### src/design/drive_cfg_pkg.sv
package drive_cfg_pkg;

	// Clock and timing
	localparam int CLK_HZ = 20000000;
	localparam int ENABLE_BLINK_MS = 1500;
	localparam int ENABLE_BLINK_CYC = CLK_HZ / 1000 * ENABLE_BLINK_MS;
	localparam int PULSE_ON_MS = 200;
	localparam int PULSE_ON_CYC = CLK_HZ / 1000 * PULSE_ON_MS;
	localparam int PULSE_GAP_MS = 300;
	localparam int PULSE_GAP_CYC = CLK_HZ / 1000 * PULSE_GAP_MS;
	localparam int DIGIT_PAUSE_MS = 1500;
	localparam int DIGIT_PAUSE_CYC = CLK_HZ / 1000 * DIGIT_PAUSE_MS;
	localparam int CODE_PAUSE_MS = 3000;
	localparam int CODE_PAUSE_CYC = CLK_HZ / 1000 * CODE_PAUSE_MS;
	localparam int TICK_US = 1000;
	localparam int TICK_CYC = CLK_HZ / 1000000 * TICK_US;
	localparam int SYNC_FILL_CYC = 2;

	// Switch bank fields
	localparam int SW_ADDR_LSB = 0;
	localparam int SW_ADDR_W = 4;
	localparam int SW_BAUD_BIT = 4;
	localparam int SW_BRIDGE_BIT = 6;
	localparam int SW_TERM_BIT = 7;

	// AHB register offsets
	localparam logic [7:0] REG_CONFIG = 8'h00;
	localparam logic [7:0] REG_MODE_PARAM = 8'h04;
	localparam logic [7:0] REG_BAUD_NEW = 8'h08;
	localparam logic [7:0] REG_FAULT = 8'h0C;
	localparam logic [7:0] REG_STATUS = 8'h10;
	localparam logic [7:0] REG_IRQ_STATUS = 8'h14;
	localparam logic [7:0] REG_IRQ_MASK = 8'h18;
	localparam logic [7:0] REG_BAUD_ACTIVE = 8'h1C;

	// Reset values
	localparam logic [7:0] MODE_PARAM_RST = 8'h01;
	localparam logic [3:0] BAUD_CODE_RST = 4'h0;

	// Baud codes, code 0 is 1 Mbit/s
	localparam logic [3:0] BAUD_1M = 4'h0;

	// Mode-of-operation parameter encodings
	localparam logic [7:0] MOP_PROFILE_POS = 8'h01;
	localparam logic [7:0] MOP_PROFILE_VEL = 8'h03;
	localparam logic [7:0] MOP_HOMING = 8'h06;
	localparam logic [7:0] MOP_INTERP = 8'h07;
	localparam logic [7:0] MOP_ANALOG_VEL = 8'hFE;
	localparam logic [7:0] MOP_LIMIT_AWAY = 8'hFD;

	// Interrupt bit positions
	localparam int IRQ_W = 3;
	localparam int IRQ_FAULT = 0;
	localparam int IRQ_ENABLE_LOST = 1;
	localparam int IRQ_MODE_CHANGE = 2;

	typedef enum logic [2:0]
	{
		MODE_NONE = 3'h0,
		MODE_PROFILE_POS = 3'h1,
		MODE_PROFILE_VEL = 3'h2,
		MODE_HOMING = 3'h3,
		MODE_INTERP = 3'h4,
		MODE_ANALOG_VEL = 3'h5,
		MODE_LIMIT_AWAY = 3'h6
	} op_mode_t;

	typedef struct packed
	{
		logic [3:0] node_addr;
		logic baud_sel;
		logic bridge;
		logic term;
	} switch_cfg_t;

	typedef struct packed
	{
		logic led_first;
		logic led_second;
	} led_pair_t;

	typedef struct packed
	{
		logic [31:0] haddr;
		logic [1:0] htrans;
		logic hwrite;
		logic [2:0] hsize;
		logic hsel;
		logic [31:0] hwdata;
		logic hready;
	} ahb_req_t;

	typedef struct packed
	{
		logic [31:0] hrdata;
		logic hreadyout;
		logic hresp;
	} ahb_rsp_t;

	// Maps the mode parameter to an operating mode
	function automatic op_mode_t decode_mode(input logic [7:0] p);
		op_mode_t m;
		m = MODE_NONE;
		case (p)
			MOP_PROFILE_POS: m = MODE_PROFILE_POS;
			MOP_PROFILE_VEL: m = MODE_PROFILE_VEL;
			MOP_HOMING: m = MODE_HOMING;
			MOP_INTERP: m = MODE_INTERP;
			MOP_ANALOG_VEL: m = MODE_ANALOG_VEL;
			MOP_LIMIT_AWAY: m = MODE_LIMIT_AWAY;
			default: m = MODE_NONE;
		endcase
		return m;
	endfunction : decode_mode

endpackage : drive_cfg_pkg

### src/design/sync_two_ff.sv
`timescale 1ns/100ps
`default_nettype none
module sync_two_ff
	import drive_cfg_pkg::*;
#(
	parameter int W = 1
)
(
	// Clock and reset
	input wire logic mclk,
	input wire logic resetn,
	// Data
	input wire logic [W-1:0] async_in,
	output logic [W-1:0] sync_out
);

	typedef struct packed
	{
		logic [W-1:0] first;
		logic [W-1:0] second;
	} sync_state_t;

	sync_state_t st_q;
	sync_state_t st_d;

	// Two stages, first read only by the second
	always_comb
	begin
		st_d = st_q;
		st_d.first = async_in;
		st_d.second = st_q.first;
	end

	always_ff @(posedge mclk)
	begin
		if (!resetn)
			st_q <= '0;
		else
			st_q <= st_d;
	end

	assign sync_out = st_q.second;

endmodule : sync_two_ff
`default_nettype wire

### src/design/blink_coder.sv
`timescale 1ns/100ps
`default_nettype none
module blink_coder
	import drive_cfg_pkg::*;
(
	// Clock and reset
	input wire logic mclk,
	input wire logic resetn,
	// Control
	input wire logic fault_active,
	input wire logic [3:0] digit_first,
	input wire logic [3:0] digit_second,
	input wire logic enable_missing,
	// LEDs
	output led_pair_t leds
);

	typedef enum logic [2:0]
	{
		BL_IDLE = 3'b000,
		BL_D1_ON = 3'b001,
		BL_D1_GAP = 3'b011,
		BL_D2_ON = 3'b010,
		BL_D2_GAP = 3'b110,
		BL_PAUSE = 3'b111,
		BL_EN_ON = 3'b101,
		BL_EN_OFF = 3'b100
	} blink_state_t;

	typedef struct packed
	{
		blink_state_t state;
		logic [31:0] timer;
		logic [3:0] pulses;
		led_pair_t leds;
	} blink_reg_t;

	blink_reg_t st_q;
	blink_reg_t st_d;

	localparam logic [31:0] ON_CYC = 32'(PULSE_ON_CYC);
	localparam logic [31:0] GAP_CYC = 32'(PULSE_GAP_CYC);
	localparam logic [31:0] DPAUSE_CYC = 32'(DIGIT_PAUSE_CYC);
	localparam logic [31:0] CPAUSE_CYC = 32'(CODE_PAUSE_CYC);
	localparam logic [31:0] EN_PERIOD_CYC = 32'(ENABLE_BLINK_CYC);

	// Pulse sequencer for fault code and missing-enable blink
	always_comb
	begin
		st_d = st_q;
		if (st_q.timer != 32'h0)
			st_d.timer = st_q.timer - 32'h1;
		case (st_q.state)
			BL_IDLE:
			begin
				st_d.leds = '0;
				if (fault_active && digit_first != 4'h0)
				begin
					st_d.state = BL_D1_ON;
					st_d.pulses = digit_first;
					st_d.timer = ON_CYC;
				end
				else if (fault_active)
				begin
					st_d.state = BL_PAUSE;
					st_d.timer = DPAUSE_CYC;
				end
				else if (enable_missing)
				begin
					st_d.state = BL_EN_ON;
					st_d.timer = ON_CYC;
				end
			end
			BL_D1_ON:
			begin
				st_d.leds = '{led_first: 1'b1, led_second: 1'b1};
				if (st_q.timer == 32'h0)
				begin
					st_d.leds = '0;
					st_d.pulses = st_q.pulses - 4'h1;
					st_d.state = BL_D1_GAP;
					st_d.timer = (st_q.pulses == 4'h1) ? DPAUSE_CYC : GAP_CYC;
				end
			end
			BL_D1_GAP:
			begin
				if (st_q.timer == 32'h0)
				begin
					if (st_q.pulses != 4'h0)
					begin
						st_d.state = BL_D1_ON;
						st_d.timer = ON_CYC;
					end
					else if (digit_second != 4'h0)
					begin
						st_d.state = BL_D2_ON;
						st_d.pulses = digit_second;
						st_d.timer = ON_CYC;
					end
					else
					begin
						st_d.state = BL_PAUSE;
						st_d.timer = CPAUSE_CYC;
					end
				end
			end
			BL_D2_ON:
			begin
				st_d.leds = '{led_first: 1'b0, led_second: 1'b1};
				if (st_q.timer == 32'h0)
				begin
					st_d.leds = '0;
					st_d.pulses = st_q.pulses - 4'h1;
					st_d.state = BL_D2_GAP;
					st_d.timer = GAP_CYC;
				end
			end
			BL_D2_GAP:
			begin
				if (st_q.timer == 32'h0)
				begin
					if (st_q.pulses != 4'h0)
					begin
						st_d.state = BL_D2_ON;
						st_d.timer = ON_CYC;
					end
					else
					begin
						st_d.state = BL_PAUSE;
						st_d.timer = CPAUSE_CYC;
					end
				end
			end
			BL_PAUSE:
			begin
				st_d.leds = '0;
				if (st_q.timer == 32'h0)
					st_d.state = BL_IDLE;
			end
			BL_EN_ON:
			begin
				st_d.leds = '{led_first: 1'b1, led_second: 1'b1};
				if (fault_active)
				begin
					st_d.leds = '0;
					st_d.state = BL_IDLE;
				end
				else if (st_q.timer == 32'h0)
				begin
					st_d.leds = '0;
					st_d.state = BL_EN_OFF;
					st_d.timer = EN_PERIOD_CYC - ON_CYC;
				end
			end
			BL_EN_OFF:
			begin
				st_d.leds = '0;
				if (fault_active || st_q.timer == 32'h0)
					st_d.state = BL_IDLE;
			end
			default:
			begin
				st_d.state = BL_IDLE;
				st_d.leds = '0;
			end
		endcase
	end

	always_ff @(posedge mclk)
	begin
		if (!resetn)
			st_q <= '{state: BL_IDLE, timer: 32'h0, pulses: 4'h0, leds: '0};
		else
			st_q <= st_d;
	end

	assign leds = st_q.leds;

endmodule : blink_coder
`default_nettype wire

### src/design/drive_config_and_status_blink.sv
// The register addresses and register access over AHB-Lite were decided locally.
`timescale 1ns/100ps
`default_nettype none
module drive_config_and_status_blink
	import drive_cfg_pkg::*;
(
	// Clock and reset
	input wire logic mclk,
	input wire logic resetn,
	// AHB-Lite slave
	input wire ahb_req_t ahb_req,
	output ahb_rsp_t ahb_rsp,
	// Switch bank and pins
	input wire logic [7:0] config_switches,
	input wire logic enable_in,
	input wire logic limit_chain_in,
	output logic limit_chain_out,
	// Drive-side status
	input wire logic fault_active,
	input wire logic [7:0] fault_code,
	input wire logic net_state_enabled,
	input wire logic high_speed_submode,
	// Configuration results
	output logic [3:0] node_address,
	output logic can_enabled,
	output logic baud_sel,
	output logic [3:0] can_baud_code,
	output logic bus_termination_switch,
	output op_mode_t op_mode,
	output logic network_mode,
	output logic drive_enabled,
	// Indication
	output logic status_led_first,
	output logic status_led_second,
	output logic irq
);

	typedef struct packed
	{
		logic captured;
		logic [1:0] fill;
		switch_cfg_t sw;
		logic [7:0] mode_param;
		logic [3:0] baud_new;
		logic [3:0] baud_active;
		op_mode_t mode;
		logic drive_en;
		logic chain_out;
		logic [IRQ_W-1:0] irq_status;
		logic [IRQ_W-1:0] irq_mask;
		logic fault_prev;
		logic enable_prev;
		logic ph_valid;
		logic ph_write;
		logic [7:0] ph_addr;
		logic [31:0] rdata;
	} top_state_t;

	localparam logic [1:0] SYNC_FILL = 2'(SYNC_FILL_CYC);

	// Power-on state, baud object at the 1 Mbit/s code
	localparam top_state_t ST_POWER_ON = '{captured: 1'b0, fill: 2'h0, sw: '0, mode_param: MODE_PARAM_RST,
		baud_new: BAUD_1M, baud_active: BAUD_CODE_RST, mode: MODE_NONE, drive_en: 1'b0, chain_out: 1'b0,
		irq_status: '0, irq_mask: '0, fault_prev: 1'b0, enable_prev: 1'b0, ph_valid: 1'b0,
		ph_write: 1'b0, ph_addr: 8'h00, rdata: 32'h0};

	top_state_t st_q = ST_POWER_ON;
	top_state_t st_d;

	logic [7:0] sw_sync;
	logic [1:0] pin_sync;
	led_pair_t leds;
	logic enable_s;
	logic chain_s;
	logic [IRQ_W-1:0] irq_events;

	// Pins from outside pass two flops
	sync_two_ff #(.W(8)) u_sw_sync
	(
		.mclk(mclk),
		.resetn(resetn),
		.async_in(config_switches),
		.sync_out(sw_sync)
	);

	sync_two_ff #(.W(2)) u_pin_sync
	(
		.mclk(mclk),
		.resetn(resetn),
		.async_in({enable_in, limit_chain_in}),
		.sync_out(pin_sync)
	);

	assign enable_s = pin_sync[1];
	assign chain_s = pin_sync[0];

	// Blink code generator
	blink_coder u_blink
	(
		.mclk(mclk),
		.resetn(resetn),
		.fault_active(fault_active),
		.digit_first(fault_code[7:4]),
		.digit_second(fault_code[3:0]),
		.enable_missing(!enable_s && st_q.captured),
		.leds(leds)
	);

	// Read mux for register offsets
	function automatic logic [31:0] read_reg(input top_state_t s, input logic [7:0] a);
		logic [31:0] v;
		v = 32'h0;
		case (a)
			REG_CONFIG: v = {24'h0, s.sw.term, 1'b0, s.sw.bridge, s.sw.baud_sel, s.sw.node_addr};
			REG_MODE_PARAM: v = {24'h0, s.mode_param};
			REG_BAUD_NEW: v = {28'h0, s.baud_new};
			REG_FAULT: v = {24'h0, fault_code};
			REG_STATUS: v = {25'h0, s.drive_en, enable_s, s.captured, 1'b0, s.mode};
			REG_IRQ_STATUS: v = {{(32-IRQ_W){1'b0}}, s.irq_status};
			REG_IRQ_MASK: v = {{(32-IRQ_W){1'b0}}, s.irq_mask};
			REG_BAUD_ACTIVE: v = {28'h0, s.baud_active};
			default: v = 32'h0;
		endcase
		return v;
	endfunction : read_reg

	// Mode choice from address and parameter
	function automatic op_mode_t pick_mode(input logic [3:0] addr, input logic [7:0] p);
		op_mode_t m;
		m = MODE_ANALOG_VEL;
		if (addr != 4'h0)
			m = decode_mode(p);
		return m;
	endfunction : pick_mode

	// All block state in one next-value process
	always_comb
	begin
		st_d = st_q;
		st_d.rdata = 32'h0;
		// Capture switches once, first cycle after sync fill
		if (!st_q.captured && st_q.fill != SYNC_FILL)
			st_d.fill = st_q.fill + 2'h1;
		else if (!st_q.captured)
		begin
			st_d.captured = 1'b1;
			st_d.sw.node_addr = sw_sync[SW_ADDR_LSB +: SW_ADDR_W];
			st_d.sw.baud_sel = sw_sync[SW_BAUD_BIT];
			st_d.sw.bridge = sw_sync[SW_BRIDGE_BIT];
			st_d.sw.term = sw_sync[SW_TERM_BIT];
		end
		// Mode selection follows the parameter, except analogue velocity at address zero
		st_d.mode = st_q.captured ? pick_mode(st_q.sw.node_addr, st_q.mode_param) : MODE_NONE;
		// Drive enable source depends on mode group
		if (st_q.mode == MODE_NONE)
			st_d.drive_en = 1'b0;
		else if (st_q.sw.node_addr != 4'h0 && st_q.mode != MODE_ANALOG_VEL)
			st_d.drive_en = net_state_enabled && enable_s;
		else
			st_d.drive_en = enable_s;
		// Limit chain bridge
		st_d.chain_out = st_q.sw.bridge && st_q.captured ? chain_s : 1'b0;
		// Data phase of a write
		if (st_q.ph_valid && st_q.ph_write)
		begin
			case (st_q.ph_addr)
				REG_MODE_PARAM: st_d.mode_param = ahb_req.hwdata[7:0];
				REG_BAUD_NEW: st_d.baud_new = ahb_req.hwdata[3:0];
				REG_IRQ_MASK: st_d.irq_mask = ahb_req.hwdata[IRQ_W-1:0];
				REG_IRQ_STATUS: st_d.irq_status = st_q.irq_status & ~ahb_req.hwdata[IRQ_W-1:0];
				default: st_d.irq_mask = st_d.irq_mask;
			endcase
		end
		// Events set after the clear so set wins
		st_d.irq_status = st_d.irq_status | irq_events;
		st_d.fault_prev = fault_active;
		st_d.enable_prev = enable_s;
		// Address phase capture
		st_d.ph_valid = ahb_req.hsel && ahb_req.hready && ahb_req.htrans[1];
		st_d.ph_write = ahb_req.hwrite;
		st_d.ph_addr = ahb_req.haddr[7:0];
		if (ahb_req.hsel && ahb_req.hready && ahb_req.htrans[1] && !ahb_req.hwrite)
			st_d.rdata = read_reg(st_q, ahb_req.haddr[7:0]);
	end

	// Fault rise, enable loss, mode change
	always_comb
	begin
		irq_events = '0;
		irq_events[IRQ_FAULT] = fault_active && !st_q.fault_prev;
		irq_events[IRQ_ENABLE_LOST] = st_q.enable_prev && !enable_s;
		irq_events[IRQ_MODE_CHANGE] = st_q.captured && (pick_mode(st_q.sw.node_addr, st_q.mode_param) != st_q.mode);
	end

	// Baud code survives reset, so only a reset applies a new one
	always_ff @(posedge mclk)
	begin
		if (!resetn)
		begin
			st_q <= '{captured: 1'b0, fill: 2'h0, sw: '0, mode_param: MODE_PARAM_RST, baud_new: st_q.baud_new,
				baud_active: st_q.baud_new, mode: MODE_NONE, drive_en: 1'b0, chain_out: 1'b0,
				irq_status: '0, irq_mask: '0, fault_prev: 1'b0, enable_prev: 1'b0, ph_valid: 1'b0,
				ph_write: 1'b0, ph_addr: 8'h00, rdata: 32'h0};
		end
		else
			st_q <= st_d;
	end

	// Outputs
	assign ahb_rsp.hrdata = st_q.rdata;
	assign ahb_rsp.hreadyout = 1'b1;
	assign ahb_rsp.hresp = 1'b0;
	assign node_address = st_q.sw.node_addr;
	assign can_enabled = st_q.captured && (st_q.sw.node_addr != 4'h0);
	assign baud_sel = st_q.sw.baud_sel;
	assign can_baud_code = high_speed_submode ? st_q.baud_active : {3'h0, st_q.sw.baud_sel};
	assign bus_termination_switch = st_q.sw.term;
	assign op_mode = st_q.mode;
	assign network_mode = st_q.captured && st_q.sw.node_addr != 4'h0 && st_q.mode != MODE_ANALOG_VEL;
	assign drive_enabled = st_q.drive_en;
	assign limit_chain_out = st_q.chain_out;
	assign status_led_first = leds.led_first;
	assign status_led_second = leds.led_second;
	assign irq = |(st_q.irq_status & ~st_q.irq_mask); // Set mask bits silence their event

endmodule : drive_config_and_status_blink
`default_nettype wire

### config.mk
export PLATFORM = sky130hd
export DESIGN_NAME = drive_config_and_status_blink
export DESIGN_NICKNAME = d
export VERILOG_FILES = /design/src/design/drive_cfg_pkg.sv /design/src/design/sync_two_ff.sv /design/src/design/blink_coder.sv /design/src/design/drive_config_and_status_blink.sv
export SDC_FILE = /design/constraint.sdc
export NUM_CORES = 1
export LEC_CHECK = 0
export BUFFER_PORTS_ARGS = -buffer_cell sky130_fd_sc_hd__buf_2
export CAP_MARGIN = 20
export CELL_PAD_IN_SITES_DETAIL_PLACEMENT = 0
export CELL_PAD_IN_SITES_GLOBAL_PLACEMENT = 2
export CORE_ASPECT_RATIO = 0.7
export CORE_MARGIN = 2
export CORE_UTILIZATION = 29
export CTS_CLUSTER_DIAMETER = 120
export CTS_CLUSTER_SIZE = 24
export DETAILED_ROUTE_END_ITERATION = 10
export PLACE_DENSITY_LB_ADDON = 0.1
export SYNTH_ARGS = -nofsm -noshare
export SYNTH_HDL_FRONTEND = slang
export SYNTH_SLANG_ARGS = --single-unit
### constraint.sdc
create_clock -name mclk -period 2 [get_ports mclk]
set_input_delay 0.1 -clock mclk [delete_from_list [all_inputs] [get_ports mclk]]
set_output_delay 0.1 -clock mclk [all_outputs]
set_load 0.02 [all_outputs]
==> flow_summary_export.csv, run 1 <==
group,metric,value,unit
outcome,status,"complete, but fails checks",
outcome,violations,"negative setup slack",
global_route,grt_remaining_overflow,0,
setup_path,critical_path_class,"register to register",
global_route,grt_use_met1,33.4,%
pwr,p_sw,6.15,mW
global_route,grt_pass1_wl,37400,um
sta,fin_ws,-0.226,ns
yosys,synth_edf_count,8,
global_route,gr-usage-met3,4.98,%
worst_hold_path,whs_endpoint,"drive_enabled",
worst_hold_path,min_from,"net_state_enabled",
cts,cts_root_buf,"clkbuf_16",
sta,finalCritPeriodShare,111,%
setup_path,end_kind,"register",
setup_path,ff2ff_setup_slack,-0.23,ns
yosys,synth-main-ff-cell,"dfxtp_1",
sta,hold_viol,0,
worst_hold_path,hold_path.class,"primary input to register",
layout,syn2layout_area_growth,48.3,%
route,wl_per_cell,19.4,um
run,max_cap_viol_count,0,
cts,clkSlewWorstSetupHoldPaths,0.06,ns
floorplanning,dieArea,0.0235,sq mm
cts,cts_buffers,17,
yosys,synth-seq-cells,116,
setup_path,rr_endpoint,"u_blink.st_q[23]",
pwr,irDropWorstVdd,0.000678,V
floorplanning,io_pins,149,
layout,fin_util,44.0,%
cts,cts_tree,"built",
setup_path,ff2ff_path_depth,7,
route,ant_nets,0,
place,placed_cells,1218,
layout,multi_input_area,0.00407,sq mm
route,drc,0,
route,drt_first_iter_violations,657,
sta,fin_crit,2.23,ns
setup_path,reg2reg_from,"u_blink.st_q[20]",
pwr,comb_power_share,58.2,%
cts,cts.path.max_buffers,2,
floorplanning,chipHeight,129,um
place,post-place-ws,-0.355,ns
place,place_area,0.00803,sq mm
setup_path,crit_chain,"nor4_4 > nand4_4 > buf_6 > o41ai_2 > o211ai_1 > or2_1 > a31o_1",
pwr,power.leakage,4.05,nW
layout,layout.nets,1106,
yosys,avgSynthCellArea,8.39,sq um
yosys,yosys_warnings,0,
setup_path,cp_max_fo,4,
setup_path,max_stage_delay,0.40,ns
place,dp_hpwl,18900,um
global_route,grt_max_degree,46,
pwr,p_int,8.58,mW
cts,h-tree-depth,4,
layout,fin_cells,1300,
pwr,switching_share,41.8,%
setup_path,crit_arrival,2.54,ns
route,drtPass1Iterations,8,
floorplanning,die_x,183,um
cts,numClockSinks,116,
place,gp_congestion,0.937,
route,vias_per_cell,5.24,
setup_path,required,2.32,ns
pwr,powerDensity,1540,mW/mm^2
yosys,synthArstFlopShare,0,%
sta,timing.fmax,449,MHz
layout,final_common_cell,"buf_4",
yosys,yosysUniqueCellTypes,76,
yosys,synth-seq-area-share,37.1,%
global_route,antenna_found_initial,1,
global_route,top_usage_layer,"met1",
sta,tns,-4.59,ns
pwr,clkPwrFrac,20.7,%
global_route,track_usage,21.1,%
sta,tightest_slew,0.843,ns
route,totalWireLength,25200,um
layout,final-seq-area,0.00242,sq mm
yosys,syn_area,0.00647,sq mm
floorplanning,rows,45,
worst_hold_path,whs_path_depth,3,
cts,worstSkewPairLatency,0.42,ns
pwr,power_frac_seq,21.1,%
setup_path,start_kind,"register",
layout,layout_common_cells,"156 x buf_4, 99 x dfxtp_1, 78 x nor2_1, 69 x buf_2, 49 x nand2_1",
floorplanning,core,0.0218,sq mm
setup_path,crit_path_top_delay_cell,"nor4_4",
global_route,grt_pass1_vias,6328,
layout,antenna_cells,0,
yosys,netlist_instances,771,
sta,slew_viol_final,0,
layout,fillers,2144,
sta,rsz0062_at_grt,"true",
sta,timing.final.setup_violations,38,
route,detailroute.via_count,6810,
layout,final_cell_area,0.00959,sq mm
sta,max-slew-margin-rel,43.7,%
sta,fin_worst_skew,0.00674,ns
place,io_buffers,69,
floorplanning,start_util,29.7,%
layout,drive_above_1_share,37.3,%
global_route,grt_util_met2,27.8,%
==> synth_stat cells, types with 13 or more instances <==
library cell    n  share of area [%]
dfxtp_1       108                 33
nor2_1         87                5.0
nand2_1        51                3.0
a21oi_1        42                3.2
clkbuf_1       42                2.4
buf_4          41                4.8
and2_1         34                3.3
o21ai_0        26                2.0
mux2i_1        23                3.6
nor3_1         21                1.6
nand3_1        18                1.4
inv_1          16               0.93
nor4_1         14                1.4
xnor2_1        14                1.9
a22oi_1        13                1.5
==> through the flow <==
step	hold slack, ns	power [mW]
2_1_floorplan	0.199	6.70
3_3_place_gp	0.305	9.89
3_5_place_dp	0.310	9.89
4_1_cts	0.0108	13.4
5_1_grt	0.0451	15.5
6_report	0.0277	14.7
==> layer usage <==
layer,wire (um),vias up,part of all wire [%]
met4,250,2,0.99
li1,-,3200,-
met5,18,-,0.071
met1,13400,3309,53
met3,1870,17,7.4
met2,9630,282,38
==> layout make-up <==
cell class | count | area share (%)
multi-input combinational | 577 | 42.4
sequential | 116 | 25.2
timing repair buffer | 276 | 22.0
clock buffer | 18 | 4.58
tap | 282 | 3.68
clock inverter | 14 | 1.50
inverter | 17 | 0.691
==> power groups by stage <==
stage / clock, mW / sequential, mW / combinational [mW]
CTS: 3.12 / 3.08 / 7.24
finish: 3.04 / 3.11 / 8.58
global route: 3.21 / 3.15 / 9.17
floorplan: 0 / 3.08 / 3.63
global placement: 0 / 3.10 / 6.80
detailed placement: 0 / 3.11 / 6.78
==> how the worst max path moves through the flow <==
stage,end,cells after the start,startpoint
after floorplan,u_blink.st_q[4],7,u_blink.st_q[13]
after global routing,u_blink.st_q[23],7,u_blink.st_q[28]
after detailed placement,u_blink.st_q[17],8,u_blink.st_q[37]
after global placement,u_blink.st_q[15],9,u_blink.st_q[2]
final,u_blink.st_q[23],7,u_blink.st_q[20]
after CTS,u_blink.st_q[23],8,u_blink.st_q[16]
==> worst max-delay path, delay by kind of cell (launching register included) <==
| family | cells | cell delay, ns |
|---|---|---|
| compound gates | 3 | 0.70 |
| buf+inv | 1 | 0.18 |
| flops | 1 | 0.34 |
| simple gates | 3 | 0.89 |
==> repair_timing <==
| item | in CTS | in global routing |
|---|---|---|
| cloned | 0 | 3 |
| resized for setup | 38 | 86 |
| pin swaps | 8 | 30 |
| endpoints found under the setup margin | 39 | 48 |
| endpoints found under the hold margin | 30 | 0 |
| hold buffers | 26 | 0 |
| buffers inserted | 4 | 19 |
==> cell families after synthesis <==
group | after synthesis | share of synthesized area [%]
and+or+nand+nor | 316 | 27.0
AOI/OAI and AO/OA | 173 | 17.8
DFF | 116 | 37.1
buffers and inverters | 103 | 8.36
muxes | 33 | 5.47
xor gates and xnor gates | 22 | 2.98
adders and majority gates | 6 | 1.16
other | 2 | 0.116
==> registers in the layout (all words and copies together), names as in the netlist, 2 cells and up <==
name,flops
u_pin_sync.sync_out,2
u_sw_sync.st_d,7
st_q,34
ahb_rsp,8
st_d,4
u_sw_sync.sync_out,7
node_address,4
u_pin_sync.st_d,2
u_blink.leds,2
u_blink.st_q,39
op_mode,3
Note: power is estimated with default switching activity, not from simulation.
==> inputs of run 2 (changes only) <==
--- a/config.mk
+++ b/config.mk
@@ -5,13 +5,14 @@
 export SDC_FILE = /design/constraint.sdc
 export NUM_CORES = 1
 export LEC_CHECK = 0
+export ABC_AREA = 1
 export BUFFER_PORTS_ARGS = -buffer_cell sky130_fd_sc_hd__buf_2
 export CAP_MARGIN = 20
 export CELL_PAD_IN_SITES_DETAIL_PLACEMENT = 0
 export CELL_PAD_IN_SITES_GLOBAL_PLACEMENT = 2
 export CORE_ASPECT_RATIO = 0.7
 export CORE_MARGIN = 2
-export CORE_UTILIZATION = 29
+export CORE_UTILIZATION = 26
 export CTS_CLUSTER_DIAMETER = 120
 export CTS_CLUSTER_SIZE = 24
 export DETAILED_ROUTE_END_ITERATION = 10
==> run 2 against run 1 <==
Critical path type unchanged. Largest power group unchanged. Final area down 0.23%. Critical path depth up 3. Worst hold slack better by 0.084 ns. Register-to-register slack improved by 0.27 ns. Core utilization is 5.2 points lower. The flow now finishes without violations.
==> flow_summary_export.csv, run 2 <==
group,metric,value,unit
setup_path,crit_path_top_delay_cell,"dfxtp_1",
floorplanning,rows,48,
place,dp_hpwl,20900,um
pwr,power.leakage,4.80,nW
route,vias_per_cell,4.46,
global_route,track_usage,20.2,%
global_route,antenna_found_initial,0,
setup_path,cp_top_family,"simple AND/OR/NAND/NOR gates",
setup_path,required,2.36,ns
sta,slew_viol_final,0,
setup_path,ff2ff_setup_slack,0.05,ns
global_route,grt_remaining_overflow,0,
route,drtPass1Iterations,5,
layout,antenna_cells,0,
cts,cts_root_buf,"clkbuf_16",
layout,drive_above_1_share,29.9,%
pwr,powerDensity,1440,mW/mm^2
layout,fillers,2661,
yosys,yosys.area.top_type,"dfxtp_1",
floorplanning,io_pins,149,
sta,timing.fmax,512,MHz
setup_path,rr_endpoint,"u_blink.st_q[6]",
yosys,synth-seq-cells,116,
floorplanning,dieArea,0.0264,sq mm
pwr,irDropWorstVdd,0.000646,V
cts,cts_tree,"built",
setup_path,crit_arrival,2.31,ns
yosys,netlist_top_cells_count,"211 x nand2_1, 140 x inv_1, 137 x nor2_1, 108 x dfxtp_1, 75 x nand3_1",
place,gp_congestion,0.913,
route,wl_per_cell,16.8,um
worst_hold_path,whs_path_depth,4,
global_route,grt_pass1_wl,39500,um
layout,largest_register_ffs,39,
setup_path,critical_path_buf_inv_count,2,
layout,top_register,"u_blink.st_q",
setup_path,start_kind,"register",
yosys,synthArstFlopShare,0,%
worst_hold_path,hold_path.class,"primary input to register",
place,io_buffers,69,
layout,final_common_cell,"nand2_1",
yosys,synth-seq-area-share,36.9,%
worst_hold_path,min_from,"fault_code[6]",
layout,final-seq-area,0.00241,sq mm
outcome,status,"completed",
floorplanning,chipHeight,136,um
yosys,yosysUniqueCellTypes,50,
setup_path,critical_path_class,"register to register",
yosys,synth_area_leaders,"dfxtp_1 33%, nand2_1 12%, inv_1 8.1%, nor2_1 7.9%, nand3_1 5.8%",
layout,syn2layout_area_growth,46.9,%
route,totalWireLength,26200,um
cts,worstSkewPairLatency,0.43,ns
setup_path,crit_chain,"nor2_2 > nand2_2 > nor2_4 > nand2_4 > nor2_8 > inv_4 > buf_12 > ha_1 > o21bai_1 > a21oi_2",
sta,hold_ws,0.112,ns
yosys,synth_edf_count,8,
layout,multi_input_area,0.00371,sq mm
setup_path,path_depth,10,
setup_path,max_stage_delay,0.35,ns
cts,numClockSinks,116,
route,drt_first_iter_violations,494,
cts,h-tree-depth,4,
setup_path,end_kind,"register",
layout,fin_util,38.9,%
cts,clkSlewWorstSetupHoldPaths,0.06,ns
route,drc,0,
sta,fin_crit,1.95,ns
global_route,grt_max_degree,66,
yosys,yosys_warnings,0,
yosys,synth-main-ff-cell,"dfxtp_1",
yosys,syn_area,0.00651,sq mm
yosys,netlist.area_leader.share,33.2,%
global_route,grt_pass1_vias,6422,
cts,cts.path.max_buffers,2,
run,max_cap_viol_count,0,
sta,finalCritPeriodShare,97.7,%
setup_path,ff2ff_path_depth,10,
setup_path,cp_max_fo,8,
yosys,netlist_instances,979,
setup_path,reg2reg_from,"u_blink.st_q[17]",
sta,hold_viol,0,
floorplanning,start_util,26.5,%
layout,layout.nets,1323,
floorplanning,core,0.0246,sq mm
cts,cts_buffers,17,
route,detailroute.via_count,6957,
sta,timing.final.setup_violations,0,
sta,fin_worst_skew,0.0104,ns
floorplanning,die_x,193,um
yosys,yosysMostFrequentCell,"nand2_1",
layout,layout_common_cells,"191 x nand2_1, 147 x buf_4, 135 x inv_1, 106 x nor2_1, 105 x dfxtp_1",
yosys,avgSynthCellArea,6.65,sq um
worst_hold_path,whs_endpoint,"ahb_rsp[8]",
route,ant_nets,0,
run 2: cell count changes in the layout (fill, tap and decap cells not counted), sizes merged, moves of 9 or more:
cell / change
nand2: +166
mux2i: -23
mux2: -9
buf: -24
o21ai: +21
inv: +123
a22oi: -11
and2: -33
a21oi: +10
nand3: +56
nor4: -15
nor2: +61
run 2: kinds of logic (layout without fill, tap and decap cells):
logic type	Yosys count	in the layout	synth area share (%)
XOR/XNOR	22	22	2.96
flip-flops	116	116	36.9
AO/OA/AOI/OAI	138	138	11.8
AND/OR/NAND/NOR	490	491	32.7
buffers and inverters	205	436	14.4
adder cells (fa/ha/maj)	6	6	1.15
other	2	26	0.115
run 2: metal layers:
metal  track usage [%]  part of all wire, %
met1              33.0                   57
met2              24.5                   35
met3              6.20                  7.7
met4              4.07                 0.74
met5                 0                    0
run 2: stage by stage:
stage,cells,worst slack [ns],instance area [sq um],power [mW],setup TNS [ns]
detailed placement,1483,-0.329,8090,9.36,-4.54
floorplan,1003,0.320,6610,6.47,0
global placement,1483,-0.337,8090,9.47,-6.14
CTS,1551,-0.00480,9130,12.9,-0.00480
global route,1560,-0.0288,9570,14.7,-0.195
finish,1560,0.0469,9570,13.7,0
run 2: worst register-to-register path, cell delays in order (launching register included):
cell and delay [ns]:
dfxtp_1 0.35, nor2_2 0.17, nand2_2 0.13, nor2_4 0.15, nand2_4 0.09, nor2_8 0.21
inv_4 0.07, buf_12 0.15, ha_1 0.27, o21bai_1 0.17, a21oi_2 0.14
run 2: worst max-delay path by stage:
| stage | slack [ns] | startpoint | to |
|---|---|---|---|
| after floorplan | 0.32 | u_blink.st_q[6] | u_blink.st_q[6] |
| after global placement | -0.34 | u_blink.st_q[29] | u_blink.st_q[31] |
| after detailed placement | -0.33 | u_blink.st_q[31] | u_blink.st_q[17] |
| after CTS | -0.005 | u_blink.st_q[7] | u_blink.st_q[10] |
| after global routing | -0.03 | u_blink.st_q[17] | u_blink.st_q[21] |
| final | 0.05 | u_blink.st_q[17] | u_blink.st_q[6] |
run 2: what timing repair did:
| action | 4_1_cts | 5_1_grt |
|---|---|---|
| resized for setup | 30 | 104 |
| gates cloned | 1 | 0 |
| setup buffers | 3 | 9 |
| pin swaps | 9 | 23 |
| setup endpoints to repair | 38 | 43 |
| endpoints found under the hold margin | 32 | 0 |
| hold buffers | 32 | 0 |
run 2: report_power, final:
part	switching [mW]	total [mW]	internal (mW)
logic	4.54	7.68	3.14
clock network	1.17	3.07	1.90
registers	0.287	2.99	2.70
run 2: cell type report:
type                    count  share of cell area [%]
clock buffers              20                    4.77
repair buffers            257                    20.0
well taps                 325                    4.25
multi-input cells         683                    38.7
inverters                 147                    5.79
flip-flops and latches    116                    25.1
clock inverters            12                    1.36
